**config.mk**
```make
export PLATFORM = sky130hd
export DESIGN_NAME = fan_pwm_and_tachometer
export DESIGN_NICKNAME = d
export VERILOG_FILES = /design/src/rtl/fan_pkg.sv /design/src/rtl/tach_counter.sv /design/src/rtl/fan_pwm_and_tachometer.sv
export SDC_FILE = /design/constraint.sdc
export NUM_CORES = 1
export LEC_CHECK = 0
export ABC_AREA = 1
export BUFFER_PORTS_ARGS = -buffer_cell sky130_fd_sc_hd__buf_2
export CORE_ASPECT_RATIO = 1.75
export CORE_MARGIN = 4
export CORE_UTILIZATION = 50
export CTS_CLUSTER_DIAMETER = 80
export CTS_CLUSTER_SIZE = 20
export DETAILED_ROUTE_END_ITERATION = 10
export GPL_TIMING_DRIVEN = 0
export PLACE_DENSITY = 0.72
export SLEW_MARGIN = 20
export SYNTH_ARGS = -nofsm -noshare
export SYNTH_HDL_FRONTEND = slang
export SYNTH_SLANG_ARGS = --single-unit
```
**constraint.sdc**
```tcl
create_clock -name hclk -period 2.9 [get_ports hclk]
set_input_delay 0.29 -clock hclk [delete_from_list [all_inputs] [get_ports hclk]]
set_output_delay 0.29 -clock hclk [all_outputs]
set_load 0.02 [all_outputs]
```
**src/rtl/fan_pkg.sv**
```systemverilog
// Overview of operation
// - control bit 0 forces fan pin high
// - duty value gives high steps per 64
// - two bits together pick fan frequency
// - multiplier bit doubles the chosen fan frequency
// - tach clock divided by 1, 2, 4, 8
// - 8-bit counter measures each tach pulse
// - count invalid up to two pulses after preload
// - preload write restarts the tach count logic
package fan_pkg;

	// ----------------------------------------
	// register map (index, byte address is 4x)
	// ----------------------------------------
	localparam int         IDX_W          = 8;
	localparam int         IDX_LSB        = 2;
	localparam int         ADDR_W         = 32;
	localparam logic [7:0] IDX_FAN_OUT    = 8'h56;
	localparam logic [7:0] IDX_FAN_CLK    = 8'h58;
	localparam logic [7:0] IDX_TACH_CNT   = 8'h59;
	localparam logic [7:0] IDX_TACH_START = 8'h5b;

	// ----------------------------------------
	// reset values
	// ----------------------------------------
	localparam logic [7:0] RST_FAN_OUT    = 8'h00;
	localparam logic [7:0] RST_FAN_CLK    = 8'h10;
	localparam logic [7:0] RST_TACH_CNT   = 8'h00;
	localparam logic [7:0] RST_TACH_START = 8'h00;

	// ----------------------------------------
	// field positions
	// ----------------------------------------
	localparam int         OUT_FORCE_BIT  = 0;
	localparam int         OUT_DUTY_LSB   = 1;
	localparam int         OUT_CLKSEL_BIT = 7;
	localparam int         CLK_SRC_BIT    = 0;
	localparam int         CLK_MULT_BIT   = 2;
	localparam int         CLK_DIV_LSB    = 4;
	// reserved bits of clock control read as zero
	localparam logic [7:0] CLK_WR_MASK    = 8'h35;

	// ----------------------------------------
	// widths and timing counts (in hclk cycles)
	// ----------------------------------------
	localparam int          DUTY_W        = 6;
	localparam int          TACH_W        = 8;
	localparam int          SCALE_W       = 3;
	localparam int          DIV_W         = 16;
	localparam int          DIV_MIN       = 4;
	localparam logic [15:0] PWM_DIV_DEF0  = 16'h0040;
	localparam logic [15:0] PWM_DIV_DEF1  = 16'h0080;
	localparam logic [15:0] PWM_DIV_DEF2  = 16'h0100;
	localparam logic [15:0] PWM_DIV_DEF3  = 16'h0200;
	localparam logic [15:0] TACH_DIV_DEF  = 16'h0064;

endpackage : fan_pkg

```
**src/rtl/tach_counter.sv**
```systemverilog
`timescale 1ns/1ns
module tach_counter #(
	parameter int WIDTH = fan_pkg::TACH_W
) (
	// clock and reset
	input  wire logic             hclk,
	input  wire logic             hresetn,
	// measurement control
	input  wire logic             count_tick,
	input  wire logic             pulse_edge,
	input  wire logic             restart,
	input  wire logic [WIDTH-1:0] preload,
	// result
	output logic      [WIDTH-1:0] latched_count
);

	localparam logic [WIDTH-1:0] ALL_ONES = '1;

	if (WIDTH < 2) begin : g_bad_width
		$error("tach counter width too small");
	end

	logic [WIDTH-1:0] count_reg;
	logic [WIDTH-1:0] count_next;
	logic             started_reg;
	logic [WIDTH-1:0] latched_reg;
	wire              at_top = (count_reg == ALL_ONES);
	wire              do_latch = pulse_edge && started_reg && !restart;
	wire [WIDTH-1:0]  base_val = (restart || pulse_edge) ? preload : count_reg;
	wire              base_top = (base_val == ALL_ONES);

	// load, restart, saturate
	// a tick on the edge cycle opens the new pulse, so no tick is lost
	assign count_next = (count_tick && !restart && !base_top) ? base_val + 1'b1 : base_val;

	always_ff @(posedge hclk or negedge hresetn) begin
		if (!hresetn) begin
			count_reg   <= '0;
			started_reg <= 1'b0;
			latched_reg <= fan_pkg::RST_TACH_CNT;
		end else begin
			count_reg <= count_next;
			// no latch before a full pulse
			if (restart)
				started_reg <= 1'b0;
			else if (pulse_edge)
				started_reg <= 1'b1;
			// keep final count of last pulse
			if (do_latch)
				latched_reg <= count_reg;
		end
	end

	assign latched_count = latched_reg;
endmodule : tach_counter

```
**src/rtl/fan_pwm_and_tachometer.sv**
```systemverilog
// Register access over AHB-Lite was decided locally.
`timescale 1ns/1ns
module fan_pwm_and_tachometer #(
	parameter logic [15:0] PWM_DIV0 = fan_pkg::PWM_DIV_DEF0,
	parameter logic [15:0] PWM_DIV1 = fan_pkg::PWM_DIV_DEF1,
	parameter logic [15:0] PWM_DIV2 = fan_pkg::PWM_DIV_DEF2,
	parameter logic [15:0] PWM_DIV3 = fan_pkg::PWM_DIV_DEF3,
	parameter logic [15:0] TACH_DIV = fan_pkg::TACH_DIV_DEF
) (
	// clock and reset
	input  wire logic        hclk,
	input  wire logic        hresetn,
	// ahb-lite slave
	input  wire logic        hsel,
	input  wire logic [31:0] haddr,
	input  wire logic [1:0]  htrans,
	input  wire logic        hwrite,
	input  wire logic [2:0]  hsize,
	input  wire logic [31:0] hwdata,
	input  wire logic        hready,
	output logic      [31:0] hrdata,
	output logic             hreadyout,
	output logic             hresp,
	// fan pins
	input  wire logic        fan_tach_in,
	output logic             fan_pwm_out
);

	// ----------------------------------------
	// parameter checks
	// ----------------------------------------
	// halving by the multiplier must leave at least two cycles per step
	if (PWM_DIV0 < fan_pkg::DIV_MIN || PWM_DIV1 < fan_pkg::DIV_MIN ||
	    PWM_DIV2 < fan_pkg::DIV_MIN || PWM_DIV3 < fan_pkg::DIV_MIN ||
	    TACH_DIV < fan_pkg::DIV_MIN) begin : g_bad_div
		$error("fan divider parameters below minimum");
	end

	// ----------------------------------------
	// functions
	// ----------------------------------------
	function automatic logic [2:0] scale_mask(input logic [1:0] code);
		case (code)
			2'b00:   scale_mask = 3'h0;
			2'b01:   scale_mask = 3'h1;
			2'b10:   scale_mask = 3'h3;
			2'b11:   scale_mask = 3'h7;
			default: scale_mask = 3'h0;
		endcase
	endfunction : scale_mask

	function automatic logic hits(input logic [7:0] idx, input logic [7:0] target);
		hits = (idx == target);
	endfunction : hits

	// ----------------------------------------
	// bus address phase
	// ----------------------------------------
	logic        wr_pend_reg;
	logic [7:0]  idx_reg;
	logic [31:0] hrdata_reg;
	logic        hreadyout_reg;
	logic        hresp_reg;

	logic [7:0]  fan_output_control_reg;
	logic [7:0]  fan_clock_control_reg;
	logic [7:0]  tach_start_value_reg;
	logic [7:0]  tach_pulse_count;

	wire         addr_take  = hsel && hready && htrans[1];
	wire  [7:0]  addr_idx   = haddr[fan_pkg::IDX_LSB +: fan_pkg::IDX_W];
	wire         addr_upper = (haddr[fan_pkg::ADDR_W-1:fan_pkg::IDX_LSB+fan_pkg::IDX_W] == '0);
	wire         addr_word  = (haddr[1:0] == 2'b00);
	wire  [7:0]  rd_idx     = (addr_upper && addr_word) ? addr_idx : 8'h00;

	wire         wr_out     = wr_pend_reg && hits(idx_reg, fan_pkg::IDX_FAN_OUT);
	wire         wr_clk     = wr_pend_reg && hits(idx_reg, fan_pkg::IDX_FAN_CLK);
	wire         wr_start   = wr_pend_reg && hits(idx_reg, fan_pkg::IDX_TACH_START);

	// unmapped indices read zero
	wire  [7:0]  rd_value   = hits(rd_idx, fan_pkg::IDX_FAN_OUT)    ? fan_output_control_reg :
	                          hits(rd_idx, fan_pkg::IDX_FAN_CLK)    ? fan_clock_control_reg :
	                          hits(rd_idx, fan_pkg::IDX_TACH_CNT)   ? tach_pulse_count :
	                          hits(rd_idx, fan_pkg::IDX_TACH_START) ? tach_start_value_reg : 8'h00;

	wire  [31:0] hrdata_next = (addr_take && !hwrite) ? {24'h000000, rd_value} : 32'h00000000;

	always_ff @(posedge hclk or negedge hresetn) begin
		if (!hresetn) begin
			wr_pend_reg   <= 1'b0;
			idx_reg       <= 8'h00;
			hrdata_reg    <= 32'h00000000;
			hreadyout_reg <= 1'b0;
			hresp_reg     <= 1'b0;
		end else begin
			wr_pend_reg   <= addr_take && hwrite && addr_upper && addr_word;
			idx_reg       <= addr_take ? addr_idx : idx_reg;
			hrdata_reg    <= hrdata_next;
			hreadyout_reg <= 1'b1;
			hresp_reg     <= 1'b0;
		end
	end

	assign hrdata    = hrdata_reg;
	assign hreadyout = hreadyout_reg;
	assign hresp     = hresp_reg;

	// ----------------------------------------
	// software registers
	// ----------------------------------------
	always_ff @(posedge hclk or negedge hresetn) begin
		if (!hresetn) begin
			fan_output_control_reg <= fan_pkg::RST_FAN_OUT;
			fan_clock_control_reg  <= fan_pkg::RST_FAN_CLK;
			tach_start_value_reg   <= fan_pkg::RST_TACH_START;
		end else begin
			if (wr_out)
				fan_output_control_reg <= hwdata[7:0];
			if (wr_clk)
				fan_clock_control_reg <= hwdata[7:0] & fan_pkg::CLK_WR_MASK;
			if (wr_start)
				tach_start_value_reg <= hwdata[7:0];
		end
	end

	wire                      force_high = fan_output_control_reg[fan_pkg::OUT_FORCE_BIT];
	wire [fan_pkg::DUTY_W-1:0] duty      = fan_output_control_reg[fan_pkg::OUT_DUTY_LSB +: fan_pkg::DUTY_W];
	wire                      clk_sel    = fan_output_control_reg[fan_pkg::OUT_CLKSEL_BIT];
	wire                      clk_src    = fan_clock_control_reg[fan_pkg::CLK_SRC_BIT];
	wire                      clk_mult   = fan_clock_control_reg[fan_pkg::CLK_MULT_BIT];
	wire [1:0]                div_code   = fan_clock_control_reg[fan_pkg::CLK_DIV_LSB +: 2];

	// ----------------------------------------
	// pwm rate selection
	// ----------------------------------------
	logic [fan_pkg::DIV_W-1:0] pwm_cnt_reg;

	// clock select and source pick rate
	wire [fan_pkg::DIV_W-1:0] base_div = ({clk_sel, clk_src} == 2'b00) ? PWM_DIV0 :
	                                      ({clk_sel, clk_src} == 2'b01) ? PWM_DIV1 :
	                                      ({clk_sel, clk_src} == 2'b10) ? PWM_DIV2 : PWM_DIV3;
	wire [fan_pkg::DIV_W-1:0] pwm_div  = clk_mult ? (base_div >> 1) : base_div;
	// a shortened divider mid-count wraps at once instead of running long
	wire                      pwm_tick = (pwm_cnt_reg >= pwm_div - 1'b1);

	always_ff @(posedge hclk or negedge hresetn) begin
		if (!hresetn)
			pwm_cnt_reg <= '0;
		else
			pwm_cnt_reg <= pwm_tick ? '0 : pwm_cnt_reg + 1'b1;
	end

	// ----------------------------------------
	// pwm waveform
	// ----------------------------------------
	logic [fan_pkg::DUTY_W-1:0] phase_reg;
	logic                       fan_pwm_reg;

	wire pwm_next = force_high || (phase_reg < duty);

	always_ff @(posedge hclk or negedge hresetn) begin
		if (!hresetn) begin
			phase_reg   <= '0;
			fan_pwm_reg <= 1'b0;
		end else begin
			phase_reg   <= pwm_tick ? phase_reg + 1'b1 : phase_reg;
			fan_pwm_reg <= pwm_next;
		end
	end

	assign fan_pwm_out = fan_pwm_reg;

	// ----------------------------------------
	// tach input and counting clock
	// ----------------------------------------
	logic                       tach_sync1_reg;
	logic                       tach_sync2_reg;
	logic                       tach_prev_reg;
	logic [fan_pkg::DIV_W-1:0]  tach_pre_reg;
	logic [fan_pkg::SCALE_W-1:0] scale_reg;

	wire tach_edge = tach_sync2_reg && !tach_prev_reg;
	wire base_tick = (tach_pre_reg >= TACH_DIV - 1'b1);
	// divisor code masks the scale counter
	wire tach_tick = base_tick && ((scale_reg & scale_mask(div_code)) == scale_mask(div_code));

	always_ff @(posedge hclk or negedge hresetn) begin
		if (!hresetn) begin
			tach_sync1_reg <= 1'b0;
			tach_sync2_reg <= 1'b0;
			tach_prev_reg  <= 1'b0;
			tach_pre_reg   <= '0;
			scale_reg      <= '0;
		end else begin
			tach_sync1_reg <= fan_tach_in;
			tach_sync2_reg <= tach_sync1_reg;
			tach_prev_reg  <= tach_sync2_reg;
			tach_pre_reg   <= base_tick ? '0 : tach_pre_reg + 1'b1;
			scale_reg      <= base_tick ? scale_reg + 1'b1 : scale_reg;
		end
	end

	// preload write restarts with new value
	wire [fan_pkg::TACH_W-1:0] preload_now = wr_start ? hwdata[7:0] : tach_start_value_reg;

	tach_counter #(
		.WIDTH         (fan_pkg::TACH_W)
	) u_tach (
		.hclk          (hclk),
		.hresetn       (hresetn),
		.count_tick    (tach_tick),
		.pulse_edge    (tach_edge),
		.restart       (wr_start),
		.preload       (preload_now),
		.latched_count (tach_pulse_count)
	);
endmodule : fan_pwm_and_tachometer

```
==> flow_summary_export.csv, run 1 <==
group,metric,value,unit
logic_synthesis,avgSynthCellArea,8.62,um2
timing,period_needed,2.61,ns
drt,vias_per_cell,4.81,
critical_path,critical_path.most_common_cell,"nand2_1",
min_path,holdCritStartpoint,"fan_tach_in",
outcome,status,"finished clean",
critical_path,crit_required,3.15,ns
logic_synthesis,synth_cells,588,
min_path,worstHoldEndpoint,"tach_sync1_reg$_DFF_PN0_",
critical_path,slowest_delay,0.40,ns
critical_path,regToRegEndpoint,"pwm_cnt_reg[6]$_DFF_PN0_",
timing,skew,0.00520,ns
critical_path,cpMaxStageDelayCell,"dfrtp_1",
final_layout,post-route-util,0.615,
die,core-area,0.00991,mm2
clock_network,cts_buffers,9,
place,numPortBuffers,56,
global_route,grt.overflow.total,0,
clock_network,numClockSinks,100,
place,dp_hpwl,8.19,mm
clock_network,clk_pin_slew_worst_paths,0.06,ns
min_path,whs_path_depth,1,
critical_path,crit_fanout,10,
pwr,peakVddDrop,402,uV
critical_path,rrSetupSlack,0.29,ns
drt,dr.pass1.iters,4,
die,fp-row-count,48,
logic_synthesis,ys_seq_area_frac,0.494,
timing,rsz0062_at_grt,"no",
critical_path,cp_cell_sequence,"inv_1 > a21oi_2 > nand2_1 > ha_1 > inv_1 > nand2_1 > o21ai_0 > ha_1 > nand2_1 > nand3_1 > nor3_4 > nand2_2 > buf_2 > nor3_1",
logic_synthesis,yosysWarningCount,0,
timing,max_freq,0.384,GHz
global_route,grt_util_all_layers,0.188,
place,gp_congestion,0.833,
drt,ant_nets,0,
timing,whs,0.0527,ns
logic_synthesis,ys.flop_type,"dfrtp_1",
global_route,first_global_vias,4071,
global_route,grt_pass1_wl,17.9,mm
logic_synthesis,async_flop_share,1.00,
logic_synthesis,synth-edff-count,0,
drt,wirelength,10.4,mm
critical_path,cp.arrival,2.86,ns
job,drv_cap,0,
pwr,power.leakage,3.33,nW
min_path,hp-class,"in -> reg",
timing,max_slew_margin,0.523,
logic_synthesis,ys_seq_elements,100,
die,start_util,0.512,
clock_network,clock-root-buffer,"clkbuf_16",
clock_network,clk_latency,0.34,ns
place,dp.cells,808,
final_layout,stdcell_count,827,
timing,final-max-slew-violation-count,0,
die,dieWidth,84.1,um
timing,setup_viol,0,
global_route,grt_start_max_net_pins,85,
final_layout,final_nets,787,
logic_synthesis,syn_area,0.00507,mm2
critical_path,crit_path_start_kind,"register",
pwr,p_per_area,582,mW/mm2
final_layout,syn_to_final_growth,20.2,%
critical_path,end_kind,"register",
global_route,antenna_found_initial,0,
final_layout,diodes,0,
clock_network,htreeDepth,3,
clock_network,cts_tree,"built",
timing,tightest_slew,0.713,ns
drt,drt_iter0_markers,179,
critical_path,reg2reg_depth,14,
die,die_h,141,um
timing,finalHoldViolCount,0,
die,die_area,0.0119,mm2
final_layout,drive_above_1_share,0.221,
drt,vias,3975,
drt,wire_per_inst,12.6,um
die,ioPinCount,110,
logic_synthesis,ys_types,39,
timing,fin_crit_sh,0.899,
drt,drc,0,
critical_path,critPathKind,"reg -> reg",
critical_path,r2r_start,"fan_clock_control_reg[2]$_DFFE_PN0P_",
clock_network,clk_path_buf_depth,2,
power breakdown:
group          internal [mW]  total, mW  switching [mW]
clock network          0.955       1.46           0.501
registers               1.50       1.60          0.0980
logic                  0.204      0.494           0.290
layout make-up:
cell class	count	area [um2]
inverters	73	279
fillers	857	3810
flip-flops and latches	100	2500
clock inverters	6	134
multi-input cells	422	2220
plain buffers	31	224
clock buffers	10	239
well taps	125	156
repair buffers	60	339
critical path: cells and delay by family, from the launching register on:
family / cells / cell delay, ns
and+or+nand+nor: 7 / 0.94
adders and majority gates: 2 / 0.48
buffers and inverters: 3 / 0.41
DFF: 1 / 0.40
AOI/OAI and AO/OA: 2 / 0.27
timing repair:
item | CTS | global route
hold buffers | 1 | 0
gates resized for setup | 1 | 2
buffers inserted | 0 | 2
setup endpoints to repair | 14 | 10
endpoints found under the hold margin | 16 | 0
pin swaps | 0 | 1
metal layers:
layer,vias to the layer above,share of wire,global-route usage
met3,28,0.026,0.0281
met1,1851,0.37,0.196
met4,0,0.031,0.0983
li1,2029,-,-
met2,67,0.57,0.354
met5,-,0,0
layout by cell type, fill, tap and decap left out, types with 2 or more instances in the layout:
cell | Yosys | routed
inv_1 | 69 | 69
nand3_1 | 61 | 61
conb_1 | 2 | 40
nor2_4 | 2 | 2
and2_1 | 6 | 6
a31oi_1 | 3 | 3
nor3b_1 | 2 | 2
xor2_1 | 7 | 7
clkbuf_1 | 2 | 2
buf_4 | 26 | 28
a21oi_1 | 18 | 17
mux2_2 | 9 | 9
nor3_1 | 13 | 12
ha_1 | 15 | 15
xnor2_1 | 4 | 4
dfrtp_1 | 99 | 99
o21ai_1 | 2 | 2
nor2_1 | 50 | 50
nand2_1 | 127 | 127
nand3_2 | 5 | 5
inv_2 | 2 | 2
bufinv_16 | 0 | 4
inv_4 | 2 | 2
nand2_4 | 4 | 4
nor2_2 | 4 | 4
nand4_1 | 6 | 6
clkbuf_16 | 0 | 9
buf_6 | 1 | 2
buf_2 | 2 | 57
o21ai_0 | 19 | 19
nand2_2 | 16 | 16
logic make-up (layout without fill, tap and decap cells):
family                     count (synthesis)  after routing  share of synthesized area
and+or+nand+nor                          301            301                      0.281
buffers and inverters                    104            180                     0.0992
DFF                                      100            100                      0.494
AOI/OAI and AO/OA                         46             46                     0.0486
adders and majority gates                 15             15                     0.0370
xor gates and xnor gates                  11             11                     0.0190
muxes                                      9              9                     0.0200
other                                      2             40                    0.00148
synthesized netlist by cell type (all sizes together), types with 4 or more instances:
cell,number,area [um2]
xor2,7,61.3
buf,29,216
nand3,66,355
nand2,148,642
nor2,56,235
mux2,9,101
ha,15,188
nand4,6,37.5
a21oi,18,90.1
xnor2,4,35.0
o21ai,22,114
and2,6,37.5
dfrtp,99,2480
nor3,14,75.1
inv,73,279
stage by stage:
stage / TNS [ns] / area [um2] / total power [mW] / setup slack (ns)
2_1_floorplan: 0 / 5210 / 1.95 / 0.409
3_5_place_dp: -1.39 / 5680 / 2.11 / -0.197
4_1_cts: 0 / 6070 / 3.58 / 0.0605
3_3_place_gp: -0.423 / 5650 / 2.07 / -0.0865
6_report: 0 / 6100 / 3.55 / 0.293
5_1_grt: 0 / 6100 / 3.73 / 0.0391
worst max path at each step:
| stage | from | to | slack [ns] | cells past startpoint |
|---|---|---|---|---|
| finish | fan_clock_control_reg[2]$_DFFE_PN0P_ | pwm_cnt_reg[6]$_DFF_PN0_ | 0.29 | 14 |
| CTS | fan_clock_control_reg[2]$_DFFE_PN0P_ | pwm_cnt_reg[6]$_DFF_PN0_ | 0.06 | 14 |
| floorplan | fan_clock_control_reg[2]$_DFFE_PN0P_ | pwm_cnt_reg[8]$_DFF_PN0_ | 0.41 | 13 |
| detailed placement | fan_clock_control_reg[2]$_DFFE_PN0P_ | pwm_cnt_reg[6]$_DFF_PN0_ | -0.20 | 14 |
| global placement | fan_clock_control_reg[2]$_DFFE_PN0P_ | pwm_cnt_reg[6]$_DFF_PN0_ | -0.09 | 14 |
| global route | fan_clock_control_reg[2]$_DFFE_PN0P_ | pwm_cnt_reg[8]$_DFF_PN0_ | 0.04 | 14 |
Power figures use the tool's default switching activity.
==> inputs of run 2 (changes only) <==
- CORE_MARGIN: 4 -> 1
==> run 2 against run 1 <==
Compared with the run above: maximum frequency increased by 1.2%; critical path type unchanged; first-iteration DRC count increased by 1.7%; largest cell class unchanged; register-to-register slack improved by 0.03 ns; sequential cell count unchanged; clock power about the same.
==> flow_summary_export.csv, run 2 (synthesis results as in run 1) <==
group,metric,value,unit
timing,skew,0.00716,ns
die,die_h,135,um
timing,final-max-slew-violation-count,0,
final_layout,final_common_cell,"nand2_1",
final_layout,diodes,0,
drt,vias_per_cell,4.93,
critical_path,rrSetupSlack,0.32,ns
place,gp_congestion,0.886,
final_layout,syn_to_final_growth,20.0,%
clock_network,cts_buffers,9,
die,ioPinCount,110,
min_path,holdCritStartpoint,"fan_tach_in",
timing,tightest_slew,0.698,ns
critical_path,critPathKind,"reg -> reg",
die,die_area,0.0106,mm2
clock_network,htreeDepth,3,
global_route,first_global_vias,4083,
clock_network,clk_path_buf_depth,2,
drt,drc,0,
pwr,peakVddDrop,313,uV
place,dp_hpwl,8.21,mm
pwr,p_per_area,585,mW/mm2
die,core-area,0.00985,mm2
min_path,worstHoldEndpoint,"tach_sync1_reg$_DFF_PN0_",
final_layout,post-route-util,0.618,
drt,dr.pass1.iters,4,
critical_path,regToRegEndpoint,"pwm_cnt_reg[8]$_DFF_PN0_",
job,drv_cap,0,
die,fp-row-count,48,
outcome,status,"finished clean",
critical_path,cp.arrival,2.82,ns
timing,max_freq,0.388,GHz
clock_network,cts_tree,"built",
final_layout,final_cell_mix,"nand2_1 (127), dfrtp_1 (99), inv_1 (69)",
timing,fin_crit_sh,0.888,
pwr,power.leakage,3.33,nW
drt,ant_nets,0,
critical_path,reg2reg_depth,14,
critical_path,crit_required,3.15,ns
timing,period_needed,2.58,ns
min_path,whs_path_depth,1,
timing,setup_viol,0,
global_route,grt_pass1_wl,17.9,mm
global_route,grt_util_all_layers,0.219,
final_layout,final_nets,786,
clock_network,clk_latency,0.34,ns
global_route,grt.overflow.total,0,
clock_network,clock-root-buffer,"clkbuf_16",
timing,max_slew_margin,0.533,
critical_path,end_kind,"register",
timing,finalHoldViolCount,0,
pwr,total_power,3.56,mW
critical_path,r2r_start,"fan_clock_control_reg[2]$_DFFE_PN0P_",
clock_network,clk_pin_slew_worst_paths,0.06,ns
final_layout,drive_above_1_share,0.218,
critical_path,crit_path_start_kind,"register",
place,numPortBuffers,56,
timing,rsz0062_at_grt,"no",
global_route,antenna_found_initial,0,
min_path,hp-class,"in -> reg",
critical_path,crit_fanout,10,
drt,wirelength,10.6,mm
drt,wire_per_inst,12.8,um
die,dieWidth,78.1,um
die,start_util,0.515,
clock_network,numClockSinks,100,
drt,drt_iter0_markers,182,
drt,vias,4074,
global_route,grt_start_max_net_pins,61,
run 2: cell count changes in the layout (fill, tap and decap cells not counted), sizes merged:
cell / before / now
buf: 88 / 87
run 2: layout make-up:
type                    count  area [um2]
plain buffers              31         224
clock buffers              10         239
clock inverters             6         134
fillers                   894        3760
inverters                  73         279
multi-input cells         422        2220
flip-flops and latches    100        2500
well taps                 125         156
repair buffers             59         332
run 2: how the worst max path moves through the flow:
stage	start	depth (start not counted)	endpoint	slack (ns)
4_1_cts	fan_clock_control_reg[2]$_DFFE_PN0P_	14	pwm_cnt_reg[6]$_DFF_PN0_	0.13
2_1_floorplan	fan_clock_control_reg[2]$_DFFE_PN0P_	13	pwm_cnt_reg[8]$_DFF_PN0_	0.41
3_5_place_dp	fan_clock_control_reg[2]$_DFFE_PN0P_	14	pwm_cnt_reg[8]$_DFF_PN0_	-0.14
5_1_grt	fan_clock_control_reg[2]$_DFFE_PN0P_	14	pwm_cnt_reg[8]$_DFF_PN0_	0.06
3_3_place_gp	fan_clock_control_reg[2]$_DFFE_PN0P_	14	pwm_cnt_reg[6]$_DFF_PN0_	-0.08
6_report	fan_clock_control_reg[2]$_DFFE_PN0P_	14	pwm_cnt_reg[8]$_DFF_PN0_	0.32
run 2: worst max-delay path, stage by stage, from the launching register on:
cell and delay (ns):
dfrtp_1 0.40, inv_1 0.09, a21oi_1 0.19, nand2_1 0.09, ha_1 0.20, inv_1 0.10
nand2_1 0.06, o21ai_0 0.11, ha_1 0.29, nand2_1 0.08, nand3_1 0.12, nor3_4 0.23
nand2_2 0.15, buf_2 0.22, nor3_1 0.16
run 2: metal layers:
metal  vias to the layer above  part of all wire  global-route usage
met5                         -                 0                   0
met4                         0             0.024               0.105
met3                        22             0.027              0.0418
met2                        79              0.59               0.420
met1                      1942              0.36               0.222
li1                       2031                 -                   -
run 2: power by group:
group	internal (mW)	leakage, nW	switching, mW
Clock	0.955	0.183	0.501
Combinational	0.205	1.90	0.297
Sequential	1.50	1.24	0.0963
run 2: what timing repair did:
item / CTS / global route
hold endpoints to repair: 40 / 0
resized for setup: 1 / 1
hold buffers: 1 / 0
pin swaps: 0 / 1
buffers inserted: 0 / 1
setup endpoints to repair: 10 / 10
run 2: stage by stage:
| step | setup slack [ns] | std cells | hold slack [ns] | TNS [ns] | area (um2) |
|---|---|---|---|---|---|
| 3_5_place_dp | -0.140 | 808 | 0.224 | -0.972 | 5680 |
| 2_1_floorplan | 0.409 | 626 | -0.00559 | 0 | 5210 |
| 5_1_grt | 0.0561 | 826 | 0.0383 | 0 | 6090 |
| 6_report | 0.325 | 826 | 0.0534 | 0 | 6090 |
| 4_1_cts | 0.126 | 825 | 0.0399 | 0 | 6070 |
| 3_3_place_gp | -0.0801 | 807 | 0.336 | -0.299 | 5650 |
==> inputs of run 3 (changes only) <==
- CTS_CLUSTER_SIZE: 20 -> unset
- RECOVER_POWER: unset -> 100
==> run 3 against run 2 <==
Compared with the run above: largest cell class unchanged; clock skew barely moved; die area is the same; cell area is 0.84% lower; setup slack got worse by 0.082 ns; sequential power about the same; clock-buffer cell count is the same; hold slack worse by 0.0013 ns; combinational power down 1%; critical path depth increased by 2; the run now ends with capacitance limit, slew limit left; highest routed layer unchanged; core utilization down 0.52 points; sequential cell count unchanged.
==> flow_summary_export.csv, run 3 (synthesis results as in run 1) <==
group,metric,value,unit
outcome,status,"finished, violations left",
outcome,violations,"capacitance limit, slew limit",
clock_network,cts_tree,"built",
die,fp-row-count,48,
pwr,total_power,3.55,mW
final_layout,final_nets,786,
timing,fin_crit_sh,0.916,
critical_path,crit_required,3.14,ns
die,die_area,0.0106,mm2
pwr,peakVddDrop,313,uV
die,die_h,135,um
timing,finalHoldViolCount,0,
drt,dr.pass1.iters,4,
drt,wirelength,10.6,mm
timing,final-max-slew-violation-count,42,
min_path,hp-class,"in -> reg",
pwr,power.leakage,3.28,nW
critical_path,critPathKind,"reg -> reg",
place,numPortBuffers,56,
drt,drc,0,
drt,wire_per_inst,12.8,um
timing,skew,0.00725,ns
timing,max_slew_margin,-0.160,
final_layout,final_cell_mix,"nand2_1 (128), dfrtp_1 (99), inv_1 (71)",
clock_network,cts_buffers,9,
final_layout,final_common_cell,"nand2_1",
drt,vias,4054,
final_layout,post-route-util,0.613,
critical_path,end_kind,"register",
global_route,grt.overflow.total,0,
global_route,grt_pass1_wl,17.9,mm
clock_network,clk_pin_slew_worst_paths,0.07,ns
place,dp_slack,-0.140,ns
clock_network,clk_latency,0.35,ns
drt,drt_iter0_markers,156,
timing,rsz0062_at_grt,"no",
global_route,antenna_found_initial,0,
pwr,p_per_area,588,mW/mm2
timing,whs,0.0521,ns
clock_network,clock-root-buffer,"clkbuf_16",
final_layout,fillers,906,
die,start_util,0.515,
timing,setup_viol,0,
clock_network,numClockSinks,100,
drt,ant_nets,0,
die,ioPinCount,110,
job,drv_cap,1,
global_route,grt_start_max_net_pins,61,
place,dp_hpwl,8.21,mm
timing,finalSetupTns,0,ns
critical_path,cp.arrival,2.89,ns
global_route,first_global_vias,4083,
timing,max_freq,0.376,GHz
drt,vias_per_cell,4.91,
critical_path,crit_path_start_kind,"register",
die,dieWidth,78.1,um
die,core-area,0.00985,mm2
global_route,grt_util_all_layers,0.219,
critical_path,crit_fanout,10,
final_layout,syn_to_final_growth,19.0,%
timing,setup_ws,0.242,ns
timing,period_needed,2.66,ns
clock_network,clk_path_buf_depth,2,
timing,tightest_slew,1.74,ns
final_layout,diodes,0,
place,gp_congestion,0.886,
clock_network,htreeDepth,3,
final_layout,drive_above_1_share,0.193,
[run 3: changes by cell type in the layout (fill, tap and decap cells not counted), sizes merged]
cell,previous run,this run
clkbuf,12,23
dlygate4sd2,0,1
buf,87,75
[run 3: report_power, final]
part	total, mW	internal [mW]	leakage, nW	switching (mW)
clock network	1.45	0.955	0.183	0.500
registers	1.60	1.50	1.24	0.0954
logic	0.497	0.202	1.85	0.296
[run 3: worst max-delay path, cell delays in order, from the launching register on]
cell	delay [ns]
dfrtp_1	0.36
inv_1	0.10
nand2_1	0.09
nor2_1	0.58
nand2_4	0.13
buf_6	0.20
nand2_1	0.10
nand3_1	0.10
nand2_2	0.12
ha_1	0.21
nand3_2	0.11
inv_1	0.11
nand2_4	0.08
nand2_8	0.09
inv_4	0.05
nand2_1	0.06
nand2_1	0.06
[run 3: timing repair]
item,in CTS,in global routing
hold buffers,1,0
hold endpoints to repair,40,0
pin swaps,0,1
resized for setup,1,1
setup buffers,0,1
setup endpoints to repair,10,10
[run 3: routing by layer]
metal	routed length, um	vias up	track usage
li1	-	2027	-
met1	3850	1938	0.222
met2	6210	65	0.420
met3	268	24	0.0418
met4	283	0	0.105
met5	0	-	0
[run 3: worst paths after layout]
path | start | end | slack (ns) | cells after the start
setup / recovery | idx_reg[2]$_DFFE_PN0P_ | u_tach.count_reg[7]$_DFF_PN0_ | 0.24 | 16
max in group asynchronous | hresetn | idx_reg[4]$_DFFE_PN0P_ | 0.51 | 3
hold / removal | fan_tach_in | tach_sync1_reg$_DFF_PN0_ | 0.05 | 1
setup reg to reg | idx_reg[2]$_DFFE_PN0P_ | u_tach.count_reg[7]$_DFF_PN0_ | 0.24 | 16
hold reg to reg | tach_sync1_reg$_DFF_PN0_ | tach_sync2_reg$_DFF_PN0_ | 0.35 | 0
min in group asynchronous | hresetn | tach_pre_reg[15]$_DFF_PN0_ | 1.09 | 2
[run 3: through the flow]
step | std cells | area, um2
floorplan | 626 | 5210
global placement | 807 | 5650
detailed placement | 808 | 5680
CTS | 825 | 6070
global route | 826 | 6030
finish | 826 | 6030
[run 3: final cells by class]
type | instances | area, um2 | share of cell area
timing repair buffer | 59 | 300 | 0.0498
clock inverter | 6 | 134 | 0.0222
clock buffer | 10 | 239 | 0.0396
multi-input combinational | 422 | 2200 | 0.365
buffer | 31 | 223 | 0.0369
sequential | 100 | 2500 | 0.415
inverter | 73 | 279 | 0.0462
tap | 125 | 156 | 0.0259
